**src/design/dtio_pkg.sv**
```systemverilog
// Package for the drive terminal I/O logic: function codes, relay sources, types.
// Assumes a 20 MHz control clock.
package dtio_pkg;
  // ----------------------------------------
  // Sizes and clock
  // ----------------------------------------
  localparam int NUM_TERMS = 4;
  localparam int FUNC_W = 6;
  localparam int RSRC_W = 6;
  localparam int CLK_HZ = 20000000;
  localparam int FILT_MAX_MS = 1000;
  localparam int FILT_DEF_MS = 10;
  localparam int CYC_PER_MS = CLK_HZ / 1000;
  localparam int FILT_DEF_CYC = FILT_DEF_MS * CYC_PER_MS;
  localparam int FILT_CNT_W = 25;
  localparam int CNT_MAX_HZ = 250;
  localparam int CNT_W = 16;
  localparam logic [1:0] CTRL_DEF = 2'h0;
  // ----------------------------------------
  // Input terminal function codes
  // ----------------------------------------
  localparam logic [FUNC_W-1:0] FN_NONE = 6'h00;
  localparam logic [FUNC_W-1:0] FN_FWD = 6'h06;
  localparam logic [FUNC_W-1:0] FN_REV = 6'h07;
  localparam logic [FUNC_W-1:0] FN_SPD1 = 6'h09;
  localparam logic [FUNC_W-1:0] FN_RAMP1 = 6'h0d;
  localparam logic [FUNC_W-1:0] FN_RAMP2 = 6'h0e;
  localparam logic [FUNC_W-1:0] FN_UP = 6'h0f;
  localparam logic [FUNC_W-1:0] FN_DOWN = 6'h10;
  localparam logic [FUNC_W-1:0] FN_HALT = 6'h11;
  localparam logic [FUNC_W-1:0] FN_RST = 6'h12;
  localparam logic [FUNC_W-1:0] FN_PID = 6'h13;
  localparam logic [FUNC_W-1:0] FN_SEQ = 6'h14;
  localparam logic [FUNC_W-1:0] FN_TMR1 = 6'h15;
  localparam logic [FUNC_W-1:0] FN_TMR2 = 6'h16;
  localparam logic [FUNC_W-1:0] FN_CPULSE = 6'h17;
  localparam logic [FUNC_W-1:0] FN_CCLR = 6'h18;
  localparam logic [FUNC_W-1:0] FN_PAUSE = 6'h19;
  localparam logic [FUNC_W-1:0] FN_CHAN = 6'h1a;
  // ----------------------------------------
  // Relay source codes
  // ----------------------------------------
  localparam logic [RSRC_W-1:0] RS_NONE = 6'h00;
  localparam logic [RSRC_W-1:0] RS_RUN = 6'h01;
  localparam logic [RSRC_W-1:0] RS_REACH = 6'h02;
  localparam logic [RSRC_W-1:0] RS_FAULT = 6'h03;
  localparam logic [RSRC_W-1:0] RS_ZERO = 6'h04;
  localparam logic [RSRC_W-1:0] RS_ACC = 6'h07;
  localparam logic [RSRC_W-1:0] RS_DEC = 6'h08;
  localparam logic [RSRC_W-1:0] RS_UV = 6'h09;
  localparam logic [RSRC_W-1:0] RS_TMR1 = 6'h0a;
  localparam logic [RSRC_W-1:0] RS_TMR2 = 6'h0b;
  localparam logic [RSRC_W-1:0] RS_STEP = 6'h0c;
  localparam logic [RSRC_W-1:0] RS_PROG = 6'h0d;
  localparam logic [RSRC_W-1:0] RS_PIDHI = 6'h0e;
  localparam logic [RSRC_W-1:0] RS_PIDLO = 6'h0f;
  localparam logic [RSRC_W-1:0] RS_MAX = 6'h20;
  localparam logic [RSRC_W-1:0] RS_DEF = RS_FAULT;
  // ----------------------------------------
  // Types
  // ----------------------------------------
  typedef enum logic [1:0] {
    DTIO_DIR_STOP,
    DTIO_DIR_FWD,
    DTIO_DIR_REV
  } dtio_dir_t;
  typedef struct packed {
    logic run;
    logic freq_reached;
    logic fault;
    logic below_start;
    logic accel;
    logic decel;
    logic undervolt;
    logic tmr1_done;
    logic tmr2_done;
    logic step_done;
    logic prog_done;
    logic pid_above;
    logic pid_below;
  } dtio_status_t;
  typedef struct packed {
    logic [3:0] speed_sel;
    logic [1:0] ramp_sel;
    logic freq_up;
    logic freq_down;
    logic halt;
    logic fault_clr;
    logic pid_en;
    logic seq_start;
    logic tmr1_run;
    logic tmr2_run;
    logic pause;
    logic chan_y;
  } dtio_cmd_t;
endpackage

```
**src/design/dtio_top.sv**
```systemverilog
// Terminal decoding, relay source selection and relay filter of a motor drive.
// Assumes terminal inputs synchronous to i_clk and already debounced.
`timescale 1ns/100ps
module dtio_top import dtio_pkg::*; #(
  parameter int FILT_DEF = dtio_pkg::FILT_DEF_CYC // Filter cycles after reset
) (
  input wire logic i_clk, // 20 MHz control clock
  input wire logic i_arst_n, // Async reset, active low
  input wire logic [dtio_pkg::NUM_TERMS-1:0] i_term, // Input terminal levels
  input wire logic [dtio_pkg::NUM_TERMS*dtio_pkg::FUNC_W-1:0] i_term_func, // Function code per terminal
  input wire logic [dtio_pkg::RSRC_W-1:0] i_relay_source_select, // Relay source code
  input wire logic [dtio_pkg::FILT_CNT_W-1:0] i_relay_filter_time, // Filter length in cycles
  input wire logic i_filter_load, // Take new filter length
  input wire logic [1:0] i_terminal_control_method, // Control method code
  input wire logic i_trim_save_option, // Keep trim over power-off
  input wire dtio_pkg::dtio_status_t i_status, // Drive status conditions
  output dtio_pkg::dtio_cmd_t o_cmd, // Decoded terminal commands
  output dtio_pkg::dtio_dir_t o_dir, // Run direction command
  output logic o_trim_keep, // Keep trimmed setpoint
  output logic o_uv_alarm, // Undervoltage alarm, only while the relay source code is undervoltage
  output logic [dtio_pkg::CNT_W-1:0] o_count, // Pulse counter value
  output logic o_programmable_relay // Relay drive, high closes
);
  import dtio_pkg::*;

  // ----------------------------------------
  // Terminal function decode
  // ----------------------------------------
  function automatic logic any_term(input logic [NUM_TERMS*FUNC_W-1:0] funcs,
                                    input logic [NUM_TERMS-1:0] lv, input logic [FUNC_W-1:0] code);
    logic hit;
    hit = 1'b0;
    for (int k = 0; k < NUM_TERMS; k++) begin
      if (lv[k] && funcs[k*FUNC_W +: FUNC_W] == code) hit = 1'b1;
    end
    return hit;
  endfunction

  // Speed select bits from function codes 9..12
  logic [3:0] spd_w;
  genvar g;
  generate
    for (g = 0; g < 4; g++) begin : g_spd
      assign spd_w[g] = any_term(i_term_func, i_term, FN_SPD1 + 6'(g));
    end
  endgenerate

  // Command wires; unlisted and reserved codes match nothing
  wire ramp1_w = any_term(i_term_func, i_term, FN_RAMP1);
  wire ramp2_w = any_term(i_term_func, i_term, FN_RAMP2);
  wire up_w = any_term(i_term_func, i_term, FN_UP);
  wire down_w = any_term(i_term_func, i_term, FN_DOWN);
  wire halt_w = any_term(i_term_func, i_term, FN_HALT);
  wire rst_w = any_term(i_term_func, i_term, FN_RST);
  wire pid_w = any_term(i_term_func, i_term, FN_PID);
  wire seq_w = any_term(i_term_func, i_term, FN_SEQ);
  wire t1_w = any_term(i_term_func, i_term, FN_TMR1);
  wire t2_w = any_term(i_term_func, i_term, FN_TMR2);
  wire cp_w = any_term(i_term_func, i_term, FN_CPULSE);
  wire cc_w = any_term(i_term_func, i_term, FN_CCLR);
  wire pause_w = any_term(i_term_func, i_term, FN_PAUSE);
  wire chan_w = any_term(i_term_func, i_term, FN_CHAN);
  wire fwd_w = any_term(i_term_func, i_term, FN_FWD);
  wire rev_w = any_term(i_term_func, i_term, FN_REV);

  // Ramp set index: ramp 1 function code is bit 0
  wire [1:0] ramp_w = {ramp2_w, ramp1_w};
  // Raise and lower together cancel
  wire up_only_w = up_w & ~down_w;
  wire down_only_w = down_w & ~up_w;

  // Direction per control method; three-wire modes out of scope, stop
  dtio_dir_t dir_w;
  assign dir_w = (i_terminal_control_method != CTRL_DEF) ? DTIO_DIR_STOP :
                 (fwd_w && !rev_w) ? DTIO_DIR_FWD :
                 (rev_w && !fwd_w) ? DTIO_DIR_REV : DTIO_DIR_STOP;

  // Registered command outputs
  dtio_cmd_t cmd_d, cmd_q;
  dtio_dir_t dir_q;
  assign cmd_d = '{speed_sel: spd_w, ramp_sel: ramp_w, freq_up: up_only_w, freq_down: down_only_w,
                   halt: halt_w, fault_clr: rst_w, pid_en: pid_w, seq_start: seq_w, tmr1_run: t1_w,
                   tmr2_run: t2_w, pause: pause_w, chan_y: chan_w};
  always_ff @(posedge i_clk or negedge i_arst_n) begin
    if (!i_arst_n) begin
      cmd_q <= '0;
      dir_q <= DTIO_DIR_STOP;
    end else begin
      cmd_q <= cmd_d;
      dir_q <= dir_w;
    end
  end
  assign o_cmd = cmd_q;
  assign o_dir = dir_q;

  // ----------------------------------------
  // Trim save and pulse counter
  // ----------------------------------------
  logic trim_q;
  logic cp_q;
  logic [CNT_W-1:0] cnt_q;
  wire cp_rise_w = cp_w & ~cp_q;
  always_ff @(posedge i_clk or negedge i_arst_n) begin
    if (!i_arst_n) begin
      trim_q <= 1'b0;
      cp_q <= 1'b0;
      cnt_q <= '0;
    end else begin
      trim_q <= i_trim_save_option;
      cp_q <= cp_w;
      if (cc_w) cnt_q <= '0;
      else if (cp_rise_w) cnt_q <= cnt_q + 16'h0001;
    end
  end
  assign o_trim_keep = trim_q;
  assign o_count = cnt_q;

  // ----------------------------------------
  // Relay source selection
  // ----------------------------------------
  logic [RSRC_W-1:0] rsrc_q;
  logic src_w;
  always_comb begin
    case (rsrc_q)
      RS_RUN: src_w = i_status.run;
      RS_REACH: src_w = i_status.freq_reached;
      RS_FAULT: src_w = i_status.fault;
      RS_ZERO: src_w = i_status.below_start;
      RS_ACC: src_w = i_status.accel;
      RS_DEC: src_w = i_status.decel;
      RS_UV: src_w = i_status.undervolt;
      RS_TMR1: src_w = i_status.tmr1_done & t1_w;
      RS_TMR2: src_w = i_status.tmr2_done & t2_w;
      RS_STEP: src_w = i_status.step_done;
      RS_PROG: src_w = i_status.prog_done;
      RS_PIDHI: src_w = i_status.pid_above;
      RS_PIDLO: src_w = i_status.pid_below;
      default: src_w = 1'b0;
    endcase
  end
  // Source code register; out-of-range code falls back to none
  wire [RSRC_W-1:0] rsrc_d = (i_relay_source_select > RS_MAX) ? RS_NONE : i_relay_source_select;
  logic uv_q;
  always_ff @(posedge i_clk or negedge i_arst_n) begin
    if (!i_arst_n) begin
      rsrc_q <= RS_DEF;
      uv_q <= 1'b0;
    end else begin
      rsrc_q <= rsrc_d;
      uv_q <= (rsrc_q == RS_UV) & i_status.undervolt;
    end
  end
  assign o_uv_alarm = uv_q;

  // ----------------------------------------
  // Relay response filter
  // ----------------------------------------
  // Pulse sources bypass the filter so short pulses are not swallowed
  wire pulse_src_w = (rsrc_q == RS_STEP) || (rsrc_q == RS_PROG);
  localparam logic [FILT_CNT_W-1:0] FILT_LIM = FILT_CNT_W'(FILT_MAX_MS * CYC_PER_MS);
  logic [FILT_CNT_W-1:0] flen_q, fcnt_q;
  logic relay_q;
  wire [FILT_CNT_W-1:0] flen_d = (i_relay_filter_time > FILT_LIM) ? FILT_LIM : i_relay_filter_time;
  wire differ_w = src_w != relay_q;
  wire fdone_w = fcnt_q >= flen_q;
  always_ff @(posedge i_clk or negedge i_arst_n) begin
    if (!i_arst_n) begin
      flen_q <= FILT_CNT_W'(FILT_DEF);
      fcnt_q <= '0;
      relay_q <= 1'b0;
    end else begin
      if (i_filter_load) flen_q <= flen_d;
      if (!differ_w || pulse_src_w) begin
        fcnt_q <= '0;
        relay_q <= src_w;
      end else if (fdone_w) begin
        fcnt_q <= '0;
        relay_q <= src_w;
      end else begin
        fcnt_q <= fcnt_q + 25'h0000001;
      end
    end
  end
  assign o_programmable_relay = relay_q;

  // ----------------------------------------
  // Assertions
  // ----------------------------------------
  property p_speed;
    @(posedge i_clk) disable iff (!i_arst_n) 1'b1 |=> o_cmd.speed_sel == $past(spd_w);
  endproperty
  a_speed: assert property (p_speed) else $error("speed select wrong");
  property p_ramp;
    @(posedge i_clk) disable iff (!i_arst_n) 1'b1 |=> o_cmd.ramp_sel == {$past(ramp2_w), $past(ramp1_w)};
  endproperty
  a_ramp: assert property (p_ramp) else $error("ramp select wrong");
  property p_updown;
    @(posedge i_clk) disable iff (!i_arst_n) up_w |=> o_cmd.freq_up == !$past(down_w);
  endproperty
  a_updown: assert property (p_updown) else $error("raise and lower both set");
  property p_halt;
    @(posedge i_clk) disable iff (!i_arst_n) halt_w |=> o_cmd.halt;
  endproperty
  a_halt: assert property (p_halt) else $error("halt not issued");
  property p_cnt_clr;
    @(posedge i_clk) disable iff (!i_arst_n) cc_w |=> o_count == 16'h0000;
  endproperty
  a_cnt_clr: assert property (p_cnt_clr) else $error("counter not cleared");
  property p_dir;
    @(posedge i_clk) disable iff (!i_arst_n)
      (i_terminal_control_method == CTRL_DEF && fwd_w && rev_w) |=> o_dir == DTIO_DIR_STOP;
  endproperty
  a_dir: assert property (p_dir) else $error("both inputs not stop");
  property p_none;
    @(posedge i_clk) disable iff (!i_arst_n) (rsrc_q == RS_NONE && !relay_q) |=> !relay_q;
  endproperty
  a_none: assert property (p_none) else $error("relay on with no source");
  property p_uv;
    @(posedge i_clk) disable iff (!i_arst_n) (rsrc_q == RS_UV && i_status.undervolt) |=> o_uv_alarm;
  endproperty
  a_uv: assert property (p_uv) else $error("undervoltage alarm missing");
  property p_filt;
    @(posedge i_clk) disable iff (!i_arst_n) (differ_w && !pulse_src_w && !fdone_w) |=> $stable(relay_q);
  endproperty
  a_filt: assert property (p_filt) else $error("relay changed before filter");
  property p_down;
    @(posedge i_clk) disable iff (!i_arst_n) down_w |=> o_cmd.freq_down == !$past(up_w);
  endproperty
  a_down: assert property (p_down) else $error("lower command wrong");
  property p_trim;
    @(posedge i_clk) disable iff (!i_arst_n) 1'b1 |=> o_trim_keep == $past(i_trim_save_option);
  endproperty
  a_trim: assert property (p_trim) else $error("trim keep wrong");
  property p_fault_clr;
    @(posedge i_clk) disable iff (!i_arst_n) 1'b1 |=> o_cmd.fault_clr == $past(rst_w);
  endproperty
  a_fault_clr: assert property (p_fault_clr) else $error("fault clear wrong");
  property p_pid;
    @(posedge i_clk) disable iff (!i_arst_n) 1'b1 |=> o_cmd.pid_en == $past(pid_w) && o_cmd.seq_start == $past(seq_w);
  endproperty
  a_pid: assert property (p_pid) else $error("regulator or sequencer enable wrong");
  property p_tmr;
    @(posedge i_clk) disable iff (!i_arst_n) 1'b1 |=> o_cmd.tmr1_run == $past(t1_w) && o_cmd.tmr2_run == $past(t2_w);
  endproperty
  a_tmr: assert property (p_tmr) else $error("timer start wrong");
  property p_cnt_inc;
    @(posedge i_clk) disable iff (!i_arst_n) (cp_rise_w && !cc_w) |=> o_count == $past(o_count) + 16'h0001;
  endproperty
  a_cnt_inc: assert property (p_cnt_inc) else $error("pulse not counted");
  property p_pause;
    @(posedge i_clk) disable iff (!i_arst_n) 1'b1 |=> o_cmd.pause == $past(pause_w);
  endproperty
  a_pause: assert property (p_pause) else $error("pause command wrong");
  property p_chan;
    @(posedge i_clk) disable iff (!i_arst_n) 1'b1 |=> o_cmd.chan_y == $past(chan_w);
  endproperty
  a_chan: assert property (p_chan) else $error("channel select wrong");
  property p_rsrc_range;
    @(posedge i_clk) disable iff (!i_arst_n) (i_relay_source_select > RS_MAX) |=> rsrc_q == RS_NONE;
  endproperty
  a_rsrc_range: assert property (p_rsrc_range) else $error("reserved source not ignored");
  property p_pulse;
    @(posedge i_clk) disable iff (!i_arst_n) pulse_src_w |=> relay_q == $past(src_w);
  endproperty
  a_pulse: assert property (p_pulse) else $error("pulse source delayed by filter");
  property p_follow;
    @(posedge i_clk) disable iff (!i_arst_n) (differ_w && fdone_w) |=> relay_q == $past(src_w);
  endproperty
  a_follow: assert property (p_follow) else $error("relay not updated after filter");
  property p_method;
    @(posedge i_clk) disable iff (!i_arst_n) (i_terminal_control_method != CTRL_DEF) |=> o_dir == DTIO_DIR_STOP;
  endproperty
  a_method: assert property (p_method) else $error("unsupported method not stop");
  c_fwd: cover property (@(posedge i_clk) disable iff (!i_arst_n) o_dir == DTIO_DIR_FWD);
  c_relay: cover property (@(posedge i_clk) disable iff (!i_arst_n) $rose(o_programmable_relay));
  c_count: cover property (@(posedge i_clk) disable iff (!i_arst_n) o_count == 16'h0003);
  c_rev: cover property (@(posedge i_clk) disable iff (!i_arst_n) o_dir == DTIO_DIR_REV);
  c_pulse: cover property (@(posedge i_clk) disable iff (!i_arst_n) pulse_src_w && $rose(relay_q));
endmodule

```
**config.mk**
```make
export PLATFORM = sky130hd
export DESIGN_NAME = dtio_top
export DESIGN_NICKNAME = d
export VERILOG_FILES = /design/src/design/dtio_pkg.sv /design/src/design/dtio_top.sv
export SDC_FILE = /design/constraint.sdc
export NUM_CORES = 1
export LEC_CHECK = 0
export ABC_AREA = 1
export BUFFER_PORTS_ARGS = -buffer_cell sky130_fd_sc_hd__buf_2
export CORE_MARGIN = 3
export CORE_UTILIZATION = 35
export DETAILED_ROUTE_END_ITERATION = 8
export HOLD_SLACK_MARGIN = 0.05
export PLACE_DENSITY = 0.52
export SLEW_MARGIN = 20
export SYNTH_ARGS = -nofsm -noshare
export SYNTH_HDL_FRONTEND = slang
export SYNTH_SLANG_ARGS = --single-unit
```
**constraint.sdc**
```tcl
create_clock -name i_clk -period 1.8 [get_ports i_clk]
set_input_delay 0.09 -clock i_clk [delete_from_list [all_inputs] [get_ports i_clk]]
set_output_delay 0.09 -clock i_clk [all_outputs]
set_load 0.02 [all_outputs]
```
# == Word level (Yosys, flattened, before mapping) ==
# Index checks and enable logic that the tools add are counted.
# op_classes
addsub,2
magnitude_cmp,3
n_eq_ne,94
mux,92
bitwise,9
reduce_logical,90
# ops
op,n
$eq 6x5->1 const B,44
$eq 6x4->1 const B,36
$logic_and 1x1->1,82
$mux 1,82
$mux 25,3
$eq 6x3->1 const B,10
$mux 16,2
$add 25x1->25 const B,1
$ge 25x25->1,1
$gt 25x25->1 const B,1
$add 16x1->16 const B,1
$pmux 1 s13,1
$eq 6x2->1 const B,2
$and 1x1->1,6
$eq 6x1->1 const B,1
$gt 6x6->1 const B,1
$mux 2,3
$mux 6,1
$reduce_bool 2->1,3
$logic_not 1->1,3
$not 1->1,3
$logic_or 1x1->1,2
$ne 1x1->1,1
# word_totals
register_bits,94
in_bits,78
out_inout_bits,37

# == Longest topological paths before layout ==
# logic_depth
ltp_word,12
ltp_mapped,15
ltp_nobuf,14

# == Worst setup path before layout ==
# OpenSTA, ideal clock, no wires.
# synth_timing
path_kind,flip-flop to flip-flop
start,register flen_q[16]
end,register relay_q (netlist: o_programmable_relay)
setup_ns,0.127
arrival_ns,1.802
required_time_ns,1.673
slack_ns,-0.129
path_stages_with_launch,13
cell_sequence,dfstp_2 > inv_1 > ha_1 > nand2_1 > nor2_1 > nand4_1 > nor2_1 > nand2_1 > nand3_1 > clkinv_1 > buf_2 > nand4_1 > nand2_1
# synth_via
elab_chain_cells,2
# synth_rtl
element,line,text
start: declaration,dtio_top.sv:161,"logic [FILT_CNT_W-1:0] flen_q, fcnt_q;"
start signal: assignment,dtio_top.sv:168,flen_q <= FILT_CNT_W'(FILT_DEF);
start signal: assignment,dtio_top.sv:172,if (i_filter_load) flen_q <= flen_d;
$ge 25x25->1,dtio_top.sv:165,wire fdone_w = fcnt_q >= flen_q;
$reduce_bool 2->1 (no line),-,
end signal: assignment,dtio_top.sv:175,relay_q <= src_w;
end signal: assignment,dtio_top.sv:178,relay_q <= src_w;
end: declaration,dtio_top.sv:162,logic relay_q;
# No other way between the ends.
# A chain may end at the register's enable or synchronous reset.

# == Worst setup path after layout ==
# layout_timing
start,register flen_q[16]
end,register fcnt_q[11]
# layout_via
elab_chain_cells,3
# layout_rtl
element,line,text
$ge 25x25->1,dtio_top.sv:165,
$mux 25,dtio_top.sv:176,end else if (fdone_w) begin
$mux 25,dtio_top.sv:173,if (!differ_w || pulse_src_w) begin
end signal: assignment,dtio_top.sv:180,fcnt_q <= fcnt_q + 25'h0000001;
end: declaration,dtio_top.sv:161,
# No other way between the ends.

==> impl_metrics.xml <==
<?xml version="1.0" encoding="UTF-8"?>
<metrics>
  <group name="status">
    <metric name="status" unit="">complete, but fails checks</metric>
    <metric name="failing_checks" unit="">setup timing</metric>
  </group>
  <group name="sta">
    <metric name="finalSetupViolations" unit="">26</metric>
    <metric name="finalHoldWorstSlack" unit="ns">0.0732</metric>
    <metric name="period_minus_slack" unit="ns">1.90</metric>
    <metric name="fmaxAchievable" unit="MHz">527</metric>
    <metric name="fin_crit_sh" unit="%">105</metric>
    <metric name="slew_headroom" unit="%">57.9</metric>
    <metric name="grt_setup_unrepaired" unit="">yes</metric>
    <metric name="report.final.slew_viol_count" unit="">0</metric>
    <metric name="tightest_slew" unit="ns">0.626</metric>
    <metric name="setup_slack_of_the_critical_path_after_layout" unit="ns">-0.0978</metric>
    <metric name="finalHoldViolCount" unit="">0</metric>
    <metric name="fin_worst_skew" unit="ns">0.0103</metric>
  </group>
  <group name="cells_and_area">
    <metric name="nNetsFinal" unit="">1213</metric>
    <metric name="post_route_cells_drive_above_1_share" unit="%">27.6</metric>
    <metric name="antennaDiodeCount" unit="">0</metric>
    <metric name="area.sequential" unit="mm²">0.00236</metric>
    <metric name="instances_no_fill" unit="">1338</metric>
    <metric name="final_core_utilization" unit="%">49.4</metric>
    <metric name="multiInputGateArea" unit="mm²">0.00360</metric>
    <metric name="num-fill-cells" unit="">1744</metric>
    <metric name="most_common_cell_after_layout_fill_and_taps_aside" unit="">nand2_1</metric>
    <metric name="post-route-cell-area" unit="mm²">0.00860</metric>
    <metric name="most-common-layout-cells" unit="">204 x nand2_1, 113 x inv_1, 113 x buf_2</metric>
    <metric name="area_delta_synth_final" unit="%">37.2</metric>
  </group>
  <group name="clock_tree">
    <metric name="clock_tree_from_tritoncts" unit="">yes</metric>
    <metric name="htree_levels" unit="">3</metric>
    <metric name="tritoncts_num_sinks" unit="">94</metric>
    <metric name="path_clk_slew" unit="ns">0.07</metric>
    <metric name="worst_skew_pair_later_pin_latency" unit="ns">0.35</metric>
    <metric name="ctsLongestPathBuffers" unit="">2</metric>
    <metric name="numCtsBuffers" unit="">9</metric>
    <metric name="clk_root_buffer_cell" unit="">clkbuf_16</metric>
  </group>
  <group name="yosys">
    <metric name="netlist_instances" unit="">883</metric>
    <metric name="synth_async_sr_flop_share" unit="%">100</metric>
    <metric name="synth_cell_types" unit="">44</metric>
    <metric name="synth_flop_cell" unit="">dfrtp_1</metric>
    <metric name="synth_sequential_area_ratio" unit="%">37.7</metric>
    <metric name="syn-num-nets" unit="">988</metric>
    <metric name="synthesis_warning_total" unit="">0</metric>
    <metric name="post_synth_instance_area" unit="mm²">0.00627</metric>
    <metric name="count_of_flip_flops_with_a_built_in_enable_after_synthesis" unit="">0</metric>
    <metric name="syn_avg_cell_area" unit="µm²">7.10</metric>
    <metric name="ffs_latches_synth" unit="">94</metric>
  </group>
  <group name="global_routing">
    <metric name="grt_pass1_vias" unit="">6287</metric>
    <metric name="grt_first_pass_wirelength" unit="µm">30900</metric>
    <metric name="largest_net_degree_at_the_start_of_global_routing" unit="">52</metric>
    <metric name="tot_gr_track_use" unit="%">19.3</metric>
    <metric name="grt-ovfl-total" unit="">0</metric>
    <metric name="antenna_found_initial" unit="">0</metric>
  </group>
  <group name="routing">
    <metric name="drt_drc_violations_left" unit="">0</metric>
    <metric name="avgRoutedWirePerCell" unit="µm">13.9</metric>
    <metric name="detail_route.iter0.violations" unit="">455</metric>
    <metric name="drt_first_pass_iters" unit="">5</metric>
    <metric name="detail-route-antenna-nets" unit="">0</metric>
    <metric name="vias" unit="">6527</metric>
    <metric name="routed_wirelength" unit="µm">18600</metric>
    <metric name="route.detailed.vias_per_inst" unit="">4.88</metric>
  </group>
  <group name="worst_hold_path">
    <metric name="hold_path_end" unit="">flen_q[8]</metric>
    <metric name="min_from" unit="">i_relay_filter_time[8]</metric>
    <metric name="hold_path_depth" unit="">3</metric>
    <metric name="hold_class" unit="">in -&gt; reg</metric>
  </group>
  <group name="pwr">
    <metric name="irDropWorstVdd" unit="V">0.000449</metric>
    <metric name="cellPowerDensity" unit="mW/mm²">697</metric>
    <metric name="totalPowerFinal" unit="mW">6.00</metric>
    <metric name="leakage" unit="nW">4.34</metric>
  </group>
  <group name="floorplan">
    <metric name="initial_utilization" unit="%">36.0</metric>
    <metric name="floorplan.core_area" unit="mm²">0.0174</metric>
    <metric name="die_width" unit="µm">140</metric>
    <metric name="row_count" unit="">48</metric>
    <metric name="top_level_ports" unit="">115</metric>
    <metric name="die_area" unit="mm²">0.0196</metric>
    <metric name="die-height" unit="µm">140</metric>
  </group>
  <group name="setup_path">
    <metric name="critical_path.reg2reg.startpoint" unit="">flen_q[16]</metric>
    <metric name="end_kind" unit="">flip-flop</metric>
    <metric name="crit_path_cell_trace" unit="">inv_2, ha_4, nand2_2, nor2_2, nand4_1, nor2_1, nand2_2, nand3_4, buf_12, clkinv_8, o211ai_1, nor2_2</metric>
    <metric name="critPathMaxStageDelay" unit="ns">0.53</metric>
    <metric name="cp_max_fo" unit="">7</metric>
    <metric name="critical_path_arrival" unit="ns">2.14</metric>
    <metric name="cp.required" unit="ns">2.04</metric>
    <metric name="setup.worst_path.start" unit="">flen_q[16]</metric>
    <metric name="r2r-end" unit="">fcnt_q[11]</metric>
    <metric name="path_class" unit="">reg -&gt; reg</metric>
    <metric name="setup.reg_to_reg.worst_slack" unit="ns">-0.1</metric>
    <metric name="timing.critical_path.slowest_stage_cell" unit="">dfstp_2</metric>
    <metric name="ff2ff_path_depth" unit="">12</metric>
    <metric name="timing.critical_path.from_type" unit="">flip-flop</metric>
  </group>
  <group name="placed_design">
    <metric name="gpl.final_weighted_congestion" unit="">0.915</metric>
    <metric name="numPortBuffers" unit="">114</metric>
    <metric name="placed_cells" unit="">1277</metric>
    <metric name="post_dp_cell_area" unit="mm²">0.00764</metric>
    <metric name="dp_hpwl" unit="µm">14200</metric>
  </group>
  <group name="flow_run">
    <metric name="max-cap-violations" unit="">0</metric>
  </group>
</metrics>
Yosys cell counts (2+ instances only):
master	n	share of area (%)
nand2_1	208	12
inv_1	119	7.1
nor2_1	117	7.0
dfrtp_1	86	34
nand3_1	74	5.9
nand4_1	39	3.9
nor3_1	34	2.7
o21ai_0	31	2.5
ha_1	27	5.4
nor2_2	26	2.6
a21oi_1	12	0.96
nand3b_1	11	1.3
or2_2	9	0.90
xor2_1	9	1.3
a22oi_1	8	0.96
dfstp_2	8	3.4
nor4_1	8	0.80
inv_2	7	0.42
buf_2	5	0.40
nand3_2	5	0.80
clkbuf_1	4	0.24
nand2_2	4	0.40
a21o_1	3	0.36
a32oi_1	3	0.42
o2111ai_1	3	0.42
and2_1	2	0.20
buf_6	2	0.36
o31ai_1	2	0.24
xnor2_1	2	0.28
flip-flops by register name (all words and copies together) (netlist names):
signal,count
o_cmd,16
o_dir,2
o_uv_alarm,1
cp_q,1
flen_q,25
fcnt_q,25
o_count,16
o_programmable_relay,1
o_trim_keep,1
rsrc_q,6
area by class of cell:
class,instances,area share [%]
Clock inverter,6,0.509
Timing Repair Buffer,223,18.2
Sequential cell,94,27.5
Tap cell,225,3.27
Clock buffer,10,2.66
Timing Repair inverter,3,0.393
Inverter,127,5.69
Multi-Input combinational cell,650,41.8
layer usage:
layer	up-vias	track usage [%]	share of wire (%)
met1	2964	28.2	49
met3	27	2.89	5.1
li1	3350	-	-
met5	-	0	0
met4	0	6.53	2.2
met2	186	29.2	44
through the flow:
stage / TNS, ns / setup WS [ns]
after detailed placement: -4.52 / -0.211
after floorplan: 0 / 0.00704
after global routing: -4.23 / -0.215
final: -1.69 / -0.0978
after CTS: -1.81 / -0.124
after global placement: -4.07 / -0.193
critical path, delay by kind of cell, from the launching register on:
family,cells,cell delay [ns]
compound gates,1,0.10
fa+ha+maj,1,0.27
buf+inv,3,0.28
flops,1,0.53
simple gates,7,0.60
worst max-delay path by stage:
| stage | end |
|---|---|
| floorplan | fcnt_q[8] |
| global placement | fcnt_q[11] |
| detailed placement | fcnt_q[11] |
| CTS | o_programmable_relay |
| global route | fcnt_q[11] |
| finish | fcnt_q[11] |
logic make-up after synthesis:
group	Yosys count	share of synthesized area, %
buffers and inverters	139	8.66
DFF	94	37.7
xor gates and xnor gates	11	1.54
adders and majority gates	27	5.39
AOI/OAI and AO/OA	69	6.63
and+or+nand+nor	543	40.1
power breakdown:
part | leakage (nW) | internal [mW] | switching (mW) | total, mW
clock | 0.133 | 0.947 | 0.903 | 1.85
sequential | 1.23 | 2.32 | 0.171 | 2.49
combinational | 2.98 | 0.655 | 1.00 | 1.65
repair_timing:
action,in CTS,in global routing
gates cloned,1,2
hold buffers,39,0
endpoints found under the hold margin,105,0
buffers inserted,1,2
resized for setup,21,26
pin swaps,9,17
endpoints found under the setup margin,26,55
Note: power is estimated with default switching activity, not from simulation.
